`src/rtl/rdpm_defs.svh`:
```
// register map, field positions, reset values and signal codes
`ifndef RDPM_DEFS_SVH
`define RDPM_DEFS_SVH

`define RDPM_NPINS        3
`define RDPM_SEL_W        6
`define RDPM_ADDR_W       5
`define RDPM_IDX_W        3
// word index of each register (byte address = index * 4)
`define RDPM_IDX_PIN0     3'h0
`define RDPM_IDX_PIN1     3'h1
`define RDPM_IDX_PIN2     3'h2
`define RDPM_IDX_RADIO    3'h3
`define RDPM_IDX_STATUS   3'h4
// debug_pinN_config fields
`define RDPM_SEL_MSB      5
`define RDPM_SEL_LSB      0
`define RDPM_INV_BIT      6
`define RDPM_PIN_W        7
`define RDPM_PIN_RST      7'h00
// radio configuration fields
`define RDPM_PQT_MSB      7
`define RDPM_PQT_LSB      0
`define RDPM_CCAT_MSB     15
`define RDPM_CCAT_LSB     8
`define RDPM_CST_MSB      23
`define RDPM_CST_LSB      16
`define RDPM_CCAM_MSB     25
`define RDPM_CCAM_LSB     24
`define RDPM_CRCEN_BIT    26
`define RDPM_RADIO_W      27
`define RDPM_RADIO_RST    27'h400_0000
// debug_signal_select codes
`define RDPM_SEL_OFF      6'h00
`define RDPM_SEL_PQT      6'h08
`define RDPM_SEL_CCA      6'h09
`define RDPM_SEL_CS       6'h0e
`define RDPM_SEL_CRC      6'h0f
`define RDPM_SEL_BIT1     6'h16
`define RDPM_SEL_BIT0     6'h17
`define RDPM_SEL_PA       6'h1b
`define RDPM_SEL_LNA      6'h1c
`define RDPM_SEL_TICK     6'h1d
`define RDPM_SEL_HW0      6'h2f

`endif

```
`src/rtl/rdpm_pkg.sv`:
```
// types shared by the radio debug pin mux
package rdpm_pkg;

  typedef enum logic [1:0] {
    RDPM_CCA_ALWAYS,
    RDPM_CCA_RSSI,
    RDPM_CCA_NOPKT,
    RDPM_CCA_BOTH
  } rdpm_clear_channel_assess_mode_t;

  // status levels and strobes coming from the radio state machine
  typedef struct packed {
    logic       in_tx;
    logic       in_rx;
    logic       receiving_packet;
    logic       rx_start;
    logic       crc_done;
    logic       crc_match;
    logic       symbol_tick;
    logic [1:0] receive_decided_bits;
    logic [7:0] preamble_quality_indicator;
    logic [7:0] rssi;
  } rdpm_radio_t;

  // ordinary port settings of the three shared pins
  typedef struct packed {
    logic [2:0] function_select;
    logic [2:0] gpio_out;
    logic [2:0] gpio_dir;
    logic [2:0] periph_out;
    logic [2:0] periph_oe;
  } rdpm_port_t;

  typedef struct packed {
    logic [2:0] out;
    logic [2:0] oe;
  } rdpm_pad_t;

endpackage

```
`src/rtl/rdpm_top.sv`:
```
// radio debug pin mux with its avalon-mm register slave
`timescale 1ns/1ps
`include "rdpm_defs.svh"

// Behaviour
// Three pins each have their own 6-bit select field choosing a radio signal.
// A nonzero select overrides the function select and forces the pin out.
// A zero select leaves the pin to its ordinary direction and function.
// The preamble code drives high while quality exceeds its threshold.
// The clear-channel code drives high per the selected assessment mode.
// The carrier-sense code drives high while rssi exceeds its threshold.
// The crc code shows the last crc match, cleared on receive (re)entry.
// Two codes put out decided receive bit 1 and bit 0.
// The tick code puts out the receive symbol strobe.
// The power-amp code is an active-low level that is low in transmit.
// The low-noise-amp code is an active-low level that is low in receive.
// The constant code drives 0, or 1 when the invert bit is set.
// Software programs only defined codes; the rest are reserved.
// The crc flag reads as 1 whenever crc checking is disabled.
// A reserved code still drives the pin as an output at constant low.
module rdpm_top (
  input  wire logic                      sys_clk,
  input  wire logic                      rst_n,
  input  wire logic [`RDPM_ADDR_W-1:0]   avs_address,
  input  wire logic                      avs_read,
  input  wire logic                      avs_write,
  input  wire logic [31:0]               avs_writedata,
  input  wire logic [3:0]                avs_byteenable,
  output logic      [31:0]               avs_readdata,
  output logic                           avs_waitrequest,
  input  wire rdpm_pkg::rdpm_radio_t     radio_i,
  input  wire rdpm_pkg::rdpm_port_t      port_i,
  output rdpm_pkg::rdpm_pad_t            pad_o
);

  // --------------------------------------------------------------
  // bus slave
  // --------------------------------------------------------------
  logic                     ack_q;
  logic [31:0]              rdata_q;
  logic [`RDPM_PIN_W-1:0]   pin_cfg_q [`RDPM_NPINS];
  logic [`RDPM_RADIO_W-1:0] radio_cfg_q;
  logic [31:0]              status_w;
  logic [31:0]              rd_mux;

  wire                    req   = avs_read | avs_write;
  wire [`RDPM_IDX_W-1:0]  idx   = avs_address[`RDPM_ADDR_W-1:2];
  wire                    wr_go = avs_write & ack_q;

  // one wait cycle: the request is taken at the second edge it is seen
  assign avs_waitrequest = req & ~ack_q;
  assign avs_readdata    = rdata_q;

  function automatic logic [31:0] be_merge(
    input logic [31:0] old_v,
    input logic [31:0] new_v,
    input logic [3:0]  be
  );
    logic [31:0] r;
    r = old_v;
    for (int b = 0; b < 4; b++) begin
      if (be[b]) begin
        r[b*8 +: 8] = new_v[b*8 +: 8];
      end
    end
    return r;
  endfunction

  wire [31:0] pin0_ext  = {25'h000_0000, pin_cfg_q[0]};
  wire [31:0] pin1_ext  = {25'h000_0000, pin_cfg_q[1]};
  wire [31:0] pin2_ext  = {25'h000_0000, pin_cfg_q[2]};
  wire [31:0] radio_ext = {5'h00, radio_cfg_q};

  // unmapped addresses read as zero and ignore writes
  assign rd_mux = (idx == `RDPM_IDX_PIN0)   ? pin0_ext  :
                  (idx == `RDPM_IDX_PIN1)   ? pin1_ext  :
                  (idx == `RDPM_IDX_PIN2)   ? pin2_ext  :
                  (idx == `RDPM_IDX_RADIO)  ? radio_ext :
                  (idx == `RDPM_IDX_STATUS) ? status_w  :
                  32'h0000_0000;

  wire [31:0] pin0_nx  = be_merge(pin0_ext, avs_writedata, avs_byteenable);
  wire [31:0] pin1_nx  = be_merge(pin1_ext, avs_writedata, avs_byteenable);
  wire [31:0] pin2_nx  = be_merge(pin2_ext, avs_writedata, avs_byteenable);
  wire [31:0] radio_nx = be_merge(radio_ext, avs_writedata,
                                  avs_byteenable);

  always_ff @(posedge sys_clk) begin
    if (!rst_n) begin
      ack_q   <= 1'b0;
      rdata_q <= 32'h0000_0000;
    end else begin
      ack_q <= req & ~ack_q;
      if (avs_read && !ack_q) begin
        rdata_q <= rd_mux;
      end
    end
  end

  always_ff @(posedge sys_clk) begin
    if (!rst_n) begin
      pin_cfg_q[0] <= `RDPM_PIN_RST;
      pin_cfg_q[1] <= `RDPM_PIN_RST;
      pin_cfg_q[2] <= `RDPM_PIN_RST;
      radio_cfg_q  <= `RDPM_RADIO_RST;
    end else if (wr_go) begin
      if (idx == `RDPM_IDX_PIN0) begin
        pin_cfg_q[0] <= pin0_nx[`RDPM_PIN_W-1:0];
      end
      if (idx == `RDPM_IDX_PIN1) begin
        pin_cfg_q[1] <= pin1_nx[`RDPM_PIN_W-1:0];
      end
      if (idx == `RDPM_IDX_PIN2) begin
        pin_cfg_q[2] <= pin2_nx[`RDPM_PIN_W-1:0];
      end
      if (idx == `RDPM_IDX_RADIO) begin
        radio_cfg_q <= radio_nx[`RDPM_RADIO_W-1:0];
      end
    end
  end

  // --------------------------------------------------------------
  // radio status conditions
  // --------------------------------------------------------------
  wire [7:0] pqt_thr = radio_cfg_q[`RDPM_PQT_MSB:`RDPM_PQT_LSB];
  wire [7:0] cca_thr = radio_cfg_q[`RDPM_CCAT_MSB:`RDPM_CCAT_LSB];
  wire [7:0] cs_thr  = radio_cfg_q[`RDPM_CST_MSB:`RDPM_CST_LSB];
  wire       crc_en  = radio_cfg_q[`RDPM_CRCEN_BIT];
  rdpm_pkg::rdpm_clear_channel_assess_mode_t clear_channel_assess_mode;
  assign clear_channel_assess_mode = rdpm_pkg::rdpm_clear_channel_assess_mode_t'(
                      radio_cfg_q[`RDPM_CCAM_MSB:`RDPM_CCAM_LSB]);

  // rssi is two's complement, so the two rssi compares are signed
  wire pqt_reached = radio_i.preamble_quality_indicator > pqt_thr;
  wire carrier     = $signed(radio_i.rssi) > $signed(cs_thr);
  wire rssi_low    = $signed(radio_i.rssi) < $signed(cca_thr);

  logic clear_chan;
  always_comb begin
    case (clear_channel_assess_mode)
      rdpm_pkg::RDPM_CCA_ALWAYS: clear_chan = 1'b1;
      rdpm_pkg::RDPM_CCA_RSSI:   clear_chan = rssi_low;
      rdpm_pkg::RDPM_CCA_NOPKT:  clear_chan = ~radio_i.receiving_packet;
      rdpm_pkg::RDPM_CCA_BOTH:   clear_chan = rssi_low &
                                              ~radio_i.receiving_packet;
      default:                   clear_chan = 1'b0;
    endcase
  end

  // a crc result in the same cycle as a receive restart wins
  logic crc_ok_q;
  always_ff @(posedge sys_clk) begin
    if (!rst_n) begin
      crc_ok_q <= 1'b0;
    end else if (radio_i.crc_done) begin
      crc_ok_q <= radio_i.crc_match;
    end else if (radio_i.rx_start) begin
      crc_ok_q <= 1'b0;
    end
  end
  wire crc_ok = crc_ok_q | ~crc_en;

  // both front-end controls are active low
  wire power_amp_powerdown_n_n  = ~radio_i.in_tx;
  wire low_noise_amp_powerdown_n_n = ~radio_i.in_rx;

  // --------------------------------------------------------------
  // per-pin selection and pad drive
  // --------------------------------------------------------------
  logic [`RDPM_NPINS-1:0] out_q;
  logic [`RDPM_NPINS-1:0] oe_q;
  logic [`RDPM_NPINS-1:0] out_d;
  logic [`RDPM_NPINS-1:0] oe_d;

  for (genvar g = 0; g < `RDPM_NPINS; g++) begin : g_pin
    wire [`RDPM_SEL_W-1:0] sel =
      pin_cfg_q[g][`RDPM_SEL_MSB:`RDPM_SEL_LSB];
    wire inv = pin_cfg_q[g][`RDPM_INV_BIT];
    logic dbg;
    logic defined;

    always_comb begin
      dbg     = 1'b0;
      defined = 1'b1;
      case (sel)
        `RDPM_SEL_PQT:  dbg = pqt_reached;
        `RDPM_SEL_CCA:  dbg = clear_chan;
        `RDPM_SEL_CS:   dbg = carrier;
        `RDPM_SEL_CRC:  dbg = crc_ok;
        `RDPM_SEL_BIT1: dbg = radio_i.receive_decided_bits[1];
        `RDPM_SEL_BIT0: dbg = radio_i.receive_decided_bits[0];
        `RDPM_SEL_PA:   dbg = power_amp_powerdown_n_n;
        `RDPM_SEL_LNA:  dbg = low_noise_amp_powerdown_n_n;
        `RDPM_SEL_TICK: dbg = radio_i.symbol_tick;
        `RDPM_SEL_HW0:  dbg = 1'b0;
        default:        defined = 1'b0;
      endcase
    end

    wire dbg_on  = sel != `RDPM_SEL_OFF;
    wire fn      = port_i.function_select[g];
    wire ord_out = fn ? port_i.periph_out[g] : port_i.gpio_out[g];
    wire ord_oe  = fn ? port_i.periph_oe[g]  : port_i.gpio_dir[g];
    // reserved codes ignore the invert bit so the pin stays low
    wire dbg_lvl = defined ? (dbg ^ inv) : 1'b0;
    assign out_d[g] = dbg_on ? dbg_lvl : ord_out;
    assign oe_d[g]  = dbg_on | ord_oe;
  end

  // one process owns the pad registers so each has a single driver
  always_ff @(posedge sys_clk) begin
    if (!rst_n) begin
      out_q <= 3'h0;
      oe_q  <= 3'h0;
    end else begin
      out_q <= out_d;
      oe_q  <= oe_d;
    end
  end

  assign pad_o.out = out_q;
  assign pad_o.oe  = oe_q;

  // --------------------------------------------------------------
  // status word
  // --------------------------------------------------------------
  assign status_w = {22'h00_0000, oe_q, out_q,
                     crc_ok, carrier, clear_chan, pqt_reached};

endmodule

```
`config.mk`:
```
export PLATFORM = sky130hd
export DESIGN_NAME = rdpm_top
export DESIGN_NICKNAME = d
export VERILOG_FILES = /design/src/rtl/rdpm_pkg.sv /design/src/rtl/rdpm_top.sv
export VERILOG_INCLUDE_DIRS = /design/src /design/src/rtl
export SDC_FILE = /design/constraint.sdc
export NUM_CORES = 1
export LEC_CHECK = 0
export BUFFER_PORTS_ARGS = -buffer_cell sky130_fd_sc_hd__buf_2
export CAP_MARGIN = 25
export CORE_ASPECT_RATIO = 1.2
export CORE_MARGIN = 3
export CORE_UTILIZATION = 45
export DETAILED_ROUTE_END_ITERATION = 8
export PLACE_DENSITY = 0.69
export SETUP_SLACK_MARGIN = 0.05
export SLEW_MARGIN = 20
export SYNTH_ARGS = -nofsm -noshare
export SYNTH_HDL_FRONTEND = slang
export SYNTH_SLANG_ARGS = --single-unit
export TNS_END_PERCENT = 100
```
`constraint.sdc`:
```
create_clock -name sys_clk -period 2.6 [get_ports sys_clk]
set_input_delay 0.26 -clock sys_clk [delete_from_list [all_inputs] [get_ports sys_clk]]
set_output_delay 0.26 -clock sys_clk [all_outputs]
set_load 0.05 [all_outputs]
```
==> results of run 1 <==
## layer usage
metal  share of wire  global-route usage  vias to the layer above
met1            0.41              0.2701                     2116
met4           0.035             0.09643                        0
li1                -                   -                     2132
met2            0.49              0.3781                      167
met5               0                   0                        -
met3           0.065             0.06117                       37
## state kept, by name, indices dropped and copies added, names as in the netlist
signal        cells
crc_ok_q          1
radio_cfg_q      27
out_q             3
oe_q              3
ack_q             1
avs_readdata     27
pin_cfg_q        21
## power groups by stage
stage                     clock [mW]  combinational (mW)  sequential (mW)
after floorplan                    0               0.253             1.46
after global placement             0               0.415             1.43
after detailed placement           0               0.425             1.43
after CTS                       1.35               0.428             1.40
after global routing            1.41               0.469             1.41
final                           1.33               0.427             1.40
## logic make-up after synthesis
kind of cell    Yosys count  synth area share
flops                    83            0.3784
fa+ha+maj                23           0.05818
other cells               1         0.0007582
simple gates            215            0.2482
compound gates          128            0.2079
buf+inv                  74           0.07286
mux                      12           0.03010
xor+xnor                  2          0.003542
## worst paths after layout
path / cells after the start / end / start / slack (ns)
worst max-delay path: 8 / out_q[0] / radio_cfg_q[19] / 0.50
worst max register to register: 8 / out_q[0] / radio_cfg_q[19] / 0.50
worst min-delay path: 3 / radio_cfg_q[26] / avs_writedata[26] / 0.17
worst min register to register: 2 / radio_cfg_q[25] / radio_cfg_q[25] / 0.47
## per-stage QoR
| stage | area, sq um | hold slack, ns | power [mW] | worst slack [ns] |
|---|---|---|---|---|
| 5_1_grt | 5817 | 0.1719 | 3.285 | 0.3627 |
| 3_5_place_dp | 5502 | 0.4637 | 1.855 | 0.5298 |
| 3_3_place_gp | 5502 | 0.4614 | 1.844 | 0.5413 |
| 2_1_floorplan | 4961 | 0.4064 | 1.710 | 0.4236 |
| 4_1_cts | 5817 | 0.1554 | 3.181 | 0.5183 |
| 6_report | 5817 | 0.1692 | 3.157 | 0.4972 |
## cells in the final DEF, fill, tap and decap left out, types with 8 or more instances in the layout
cell type	n
a22oi_1	23
nor2b_1	25
edfxtp_1	21
a21boi_2	16
nand4_1	11
clkbuf_16	10
nor2_1	27
and2_1	8
buf_2	111
nand2_1	49
o21ai_0	8
inv_1	31
dfxtp_1	62
nand3_1	35
a21oi_1	22
buf_4	9
a21boi_0	9
ha_1	23
## final cells by class
class,instances,area (sq um),area share
clock inverter,4,47.55,0.008174
timing repair buffer,120,623.1,0.1071
tap,129,161.4,0.02775
multi-input combinational,385,2729,0.4691
inverter,31,116.4,0.02000
sequential,83,1872,0.3218
clock buffer,12,267.8,0.04603
## tightest hold or removal path, delay by kind of cell
family	cells	cell delay, ns
buffers and inverters	1	0.07
and+or+nand+nor	2	0.14
==> results.md, run 1 <==
* Placed cell count at roughly 750
* Post-Synthesis Mean Instance Area at 9.193 sq um
* List of most frequent post-synthesis cells: 62 x dfxtp_1, 49 x nand2_1, 35 x nand3_1
* Layout Skew at roughly 0.011 ns
* Count leader, synth: dfxtp_1
* Type of the worst min-delay path: in -> reg
* DRC Markers at 0
* Via total after detailed routing at 4452
* Number of buffer and inverter stages on the critical path at 1
* Critical Path End Type: flip-flop
* Height of the chip at 120.8 um
* Die boundary width at ~100 um
* Combinational share of power at 0.135
* Tot GR Track Use at 0.2262
* Cell type contributing the most total cell area after synthesis: dfxtp_1
* Count of standard-cell rows at 41
* Clock Sinks at 83
* Area enclosed by the die boundary at around 0.012 sq mm
* Final hold viol count at 0
* Total negative setup slack at 0 ns
* Number of iterations in the first detailed-routing pass at 5
* Gp weighted congestion at around 0.83
* Mapped Area at just under 0.005 sq mm
* Clock insertion delay at the later pin of the skew report at between 0.3 and 0.4 ns
* Synth Instances at around 540
* Sum of routed wire length over all layers at about 13000 um
* Slowest cell delay on critical path at around 0.36 ns
* Biggest area contributors in the synthesized netlist: dfxtp_1 25%, edfxtp_1 13%, ha_1 5.8%
* Fraction of the yosys area taken by sequential cells at 0.3784
* Utilization after layout at 0.5478
* Number of max-capacitance violations reported at 0
* Growth of design area from synthesis to finish at 17.61%
* Critical Path, Cell by Cell: inv_1, ha_1, and4_1, o21ai_0, o2111ai_1, a41oi_1, o221ai_1, nor3_1
* Setup violators final at 0
* Initial Util at 0.4658
* Total clock buffers created by CTS at 9
* Required time reported for the critical path endpoint at 2.87 ns
* Number of nets in the layout at 738
* CTS Root Cell: clkbuf_16
* Crit path DAT at approximately 2.4 ns
* Worst-path fanout max at 4
* Area share of the leading cell type in the synthesized netlist at 0.2509
* EDFF count, synth at 21
* Unrepaired setup endpoints after global routing: false
* Count of routing violations after the opening detailed-route iteration at 333
* Leakage dissipation at 2.304 nW
* Type of the worst setup path: reg -> reg
* VDD IR-drop max at about 0.38 mV
* Average wire per cell in the routed design at about 18 um
* Half-perimeter wire length after placement at 10160 um
* Antenna-violating nets left at 0
* Core region area at roughly 0.011 sq mm
* Post-CTS setup repair buffer count at 0
* Fill cell instance count of the final layout at between 900 and 1000
* Cell-internal power at 2.346 mW
* Slew at the pin with the worst max-slew slack at between 1 and 1.5 ns
* Number of storage elements in the synthesis netlist at 83
* Number of I/O port buffers at between 100 and 150
* Clk pwr share at 0.420
* Maximum clock path buffer count at 2
* Clock slew at reported path FFs at ~0.07 ns
* CTS H-tree depth at 3
* Unique masters post-synth at 73
* Pins Over Slew Limit at 0
* Number of gates resized after cts at 0
* Achievable clock frequency at between 0.4 and 0.5 GHz
* Warnings, synthesis at 0
* IO Count at between 100 and 150
* Initial antenna violation count at 0
* Final worst path period need at 2.103 ns
* Pin count of the biggest net entering global routing at 67
* Worst slew margin relative to its limit at 0.3206
* Power per unit of standard cell area at roughly 540 mW/mm^2
* Antenna fix cells at 0
* Vias in the first global route at 4290
* Global-route wire length before repair at ~22000 um
* Period utilization at 0.8088
* Post-cts hold buffer count at 0
* Part of the power in registers at 0.445
* Category of the worst setup path launch point: flip-flop
* Non-filler cells in the finished layout at 764
* Fraction of layout instances using a drive strength above 1 at 0.2677
* Asr flop ratio synth at 0
* Switching part of the total at 0.2568
* Kind of cell with the highest combined delay on the critical path: compound AO/OA/AOI/OAI gates
* Slowest cell on the critical path: o2111ai_1
* Power dissipated by switching net loads at 0.8108 mW
* Status: completed
* GR Overflow Total at 0
* Main flop type after synthesis: dfxtp_1
* TritonCTS clock tree: done
* Via count normalized by instance count at slightly below 6
Note: power is estimated with default switching activity, not from simulation.
==> run 2: changes to the inputs <==
- clock period: 2.6 -> 2.2 ns (I/O delays scaled with it)
==> results.md, run 2 (same netlist as run 1, synthesis figures left out) <==
* Count of standard-cell rows at slightly above 40
* Height of the chip at 120.8 um
* Post-Layout Inst Area at ~0.0059 sq mm
* DRC Markers at 0
* CTS H-tree depth at 3
* Power dissipated by switching net loads at around 0.95 mW
* Total negative setup slack at 0 ns
* Critical Path End Type: flip-flop
* Placement-stage cell area at around 0.0055 sq mm
* Via count normalized by instance count at slightly below 6
* Number of iterations in the first detailed-routing pass at 7
* Antenna-violating nets left at 0
* Number of max-capacitance violations reported at 0
* Category of the worst setup path launch point: flip-flop
* Growth of design area from synthesis to finish at 18.54%
* Final hold viol count at 0
* Maximum clock path buffer count at 2
* Die boundary width at between 100 and 150 um
* Average wire per cell in the routed design at roughly 18 um
* Type of the worst setup path: reg -> reg
* Pins Over Slew Limit at 0
* GR Overflow Total at 0
* Antenna fix cells at 0
* Clock Sinks at just over 80
* Layout Skew at between 0.007 and 0.008 ns
* Post-cts hold buffer count at 0
* Gp weighted congestion at ~0.90
* Slew at the pin with the worst max-slew slack at a little under 0.6 ns
* Clk pwr share at 0.414
* Switching part of the total at 0.2549
* Area enclosed by the die boundary at 0.01229 sq mm
* Via total after detailed routing at 4447
* IO Count at approximately 120
* PnR Total Power at roughly 3.7 mW
* Core region area at between 0.01 and 0.015 sq mm
* Initial antenna violation count at 0
* Number of I/O port buffers at ~110
* Tot GR Track Use at 0.2292
* CTS Root Cell: clkbuf_16
* Worst-path fanout max at 4
* Power per unit of standard cell area at 633.3 mW/mm^2
* Number of gates resized after cts at 0
* Count of routing violations after the opening detailed-route iteration at around 300
* Combinational share of power at 0.139
* Part of the power in registers at 0.447
* VDD IR-drop max at 0.3922 mV
* Post-Route Hold Slack at ~0.12 ns
* Global-route wire length before repair at 21870 um
* Leakage dissipation at about 2.3 nW
* Initial Util at 0.4658
* Final worst path period need at 2.062 ns
* Type of the worst min-delay path: in -> reg
* Cell-internal power at ~2.8 mW
* Status: completed
* Unrepaired setup endpoints after global routing: true
* Setup violators final at 0
* Clock insertion delay at the later pin of the skew report at 0.34 ns
* Fraction of layout instances using a drive strength above 1 at 0.2783
* Crit path DAT at approximately 2.3 ns
* Pin count of the biggest net entering global routing at 44
* Most common library cell in the layout ignoring fill and taps: buf_2
* Post-CTS setup repair buffer count at 0
* Total clock buffers created by CTS at 9
* Achievable clock frequency at around 0.49 GHz
* Worst slew margin relative to its limit at 0.5998
* Clock slew at reported path FFs at ~0.06 ns
* Number of nets in the layout at 740
* Most frequent cells in the layout: 111 x buf_2, 61 x dfxtp_1, 49 x nand2_1, 35 x nand3_1, 31 x inv_1
* Required time reported for the critical path endpoint at around 2.4 ns
* TritonCTS clock tree: done
* Sum of routed wire length over all layers at 13850 um
* Period utilization at 0.9372
* Vias in the first global route at between 4000 and 5000
* Half-perimeter wire length after placement at around 10000 um
==> run 2: final timing paths <==
kind,start,endpoint,slack [ns],depth (start not counted)
worst max-delay path,radio_cfg_q[3],out_q[0],0.14,9
worst min register to register,radio_cfg_q[25],radio_cfg_q[25],0.48,2
worst min-delay path,avs_writedata[26],radio_cfg_q[26],0.12,3
worst max register to register,radio_cfg_q[3],out_q[0],0.14,9
==> run 2: power by group through the flow <==
stage / sequential, mW / combinational, mW / clock (mW)
floorplan: 1.72 / 0.299 / 0
global placement: 1.69 / 0.494 / 0
detailed placement: 1.69 / 0.507 / 0
CTS: 1.66 / 0.510 / 1.56
global route: 1.67 / 0.560 / 1.60
finish: 1.66 / 0.516 / 1.54
==> run 2: worst max-delay path, cell delays in order, from the launching register on <==
cell,delay [ns]
dfxtp_1,0.39
inv_1,0.07
ha_1,0.32
and4b_1,0.20
a211oi_2,0.20
o22ai_1,0.12
buf_4,0.18
a22oi_1,0.20
and4_1,0.22
nor3_1,0.05
==> run 2: metrics by stage <==
step	worst slack, ns	cells	util
2_1_floorplan	0.06362	542	-
3_3_place_gp	0.1754	750	0.5207
3_5_place_dp	0.1078	750	0.5207
4_1_cts	0.09043	765	0.5494
5_1_grt	0.04594	765	0.5521
6_report	0.1383	765	0.5521
==> run 2: routing by layer <==
layer	wire, um	global-route usage	share of wire
met1	5451	0.2766	0.39
met2	7022	0.3908	0.51
met3	1027	0.04559	0.074
met4	350	0.09892	0.025
met5	0	0	0
==> run 2: cell type report <==
type | instances | area, sq um
Clock buffer | 13 | 270.3
Clock inverter | 2 | 35.03
Fill cell | 966 | 4756
Inverter | 31 | 116.4
Multi-Input combinational cell | 385 | 2756
Sequential cell | 83 | 1873
Tap cell | 129 | 161.4
Timing Repair Buffer | 122 | 650.6
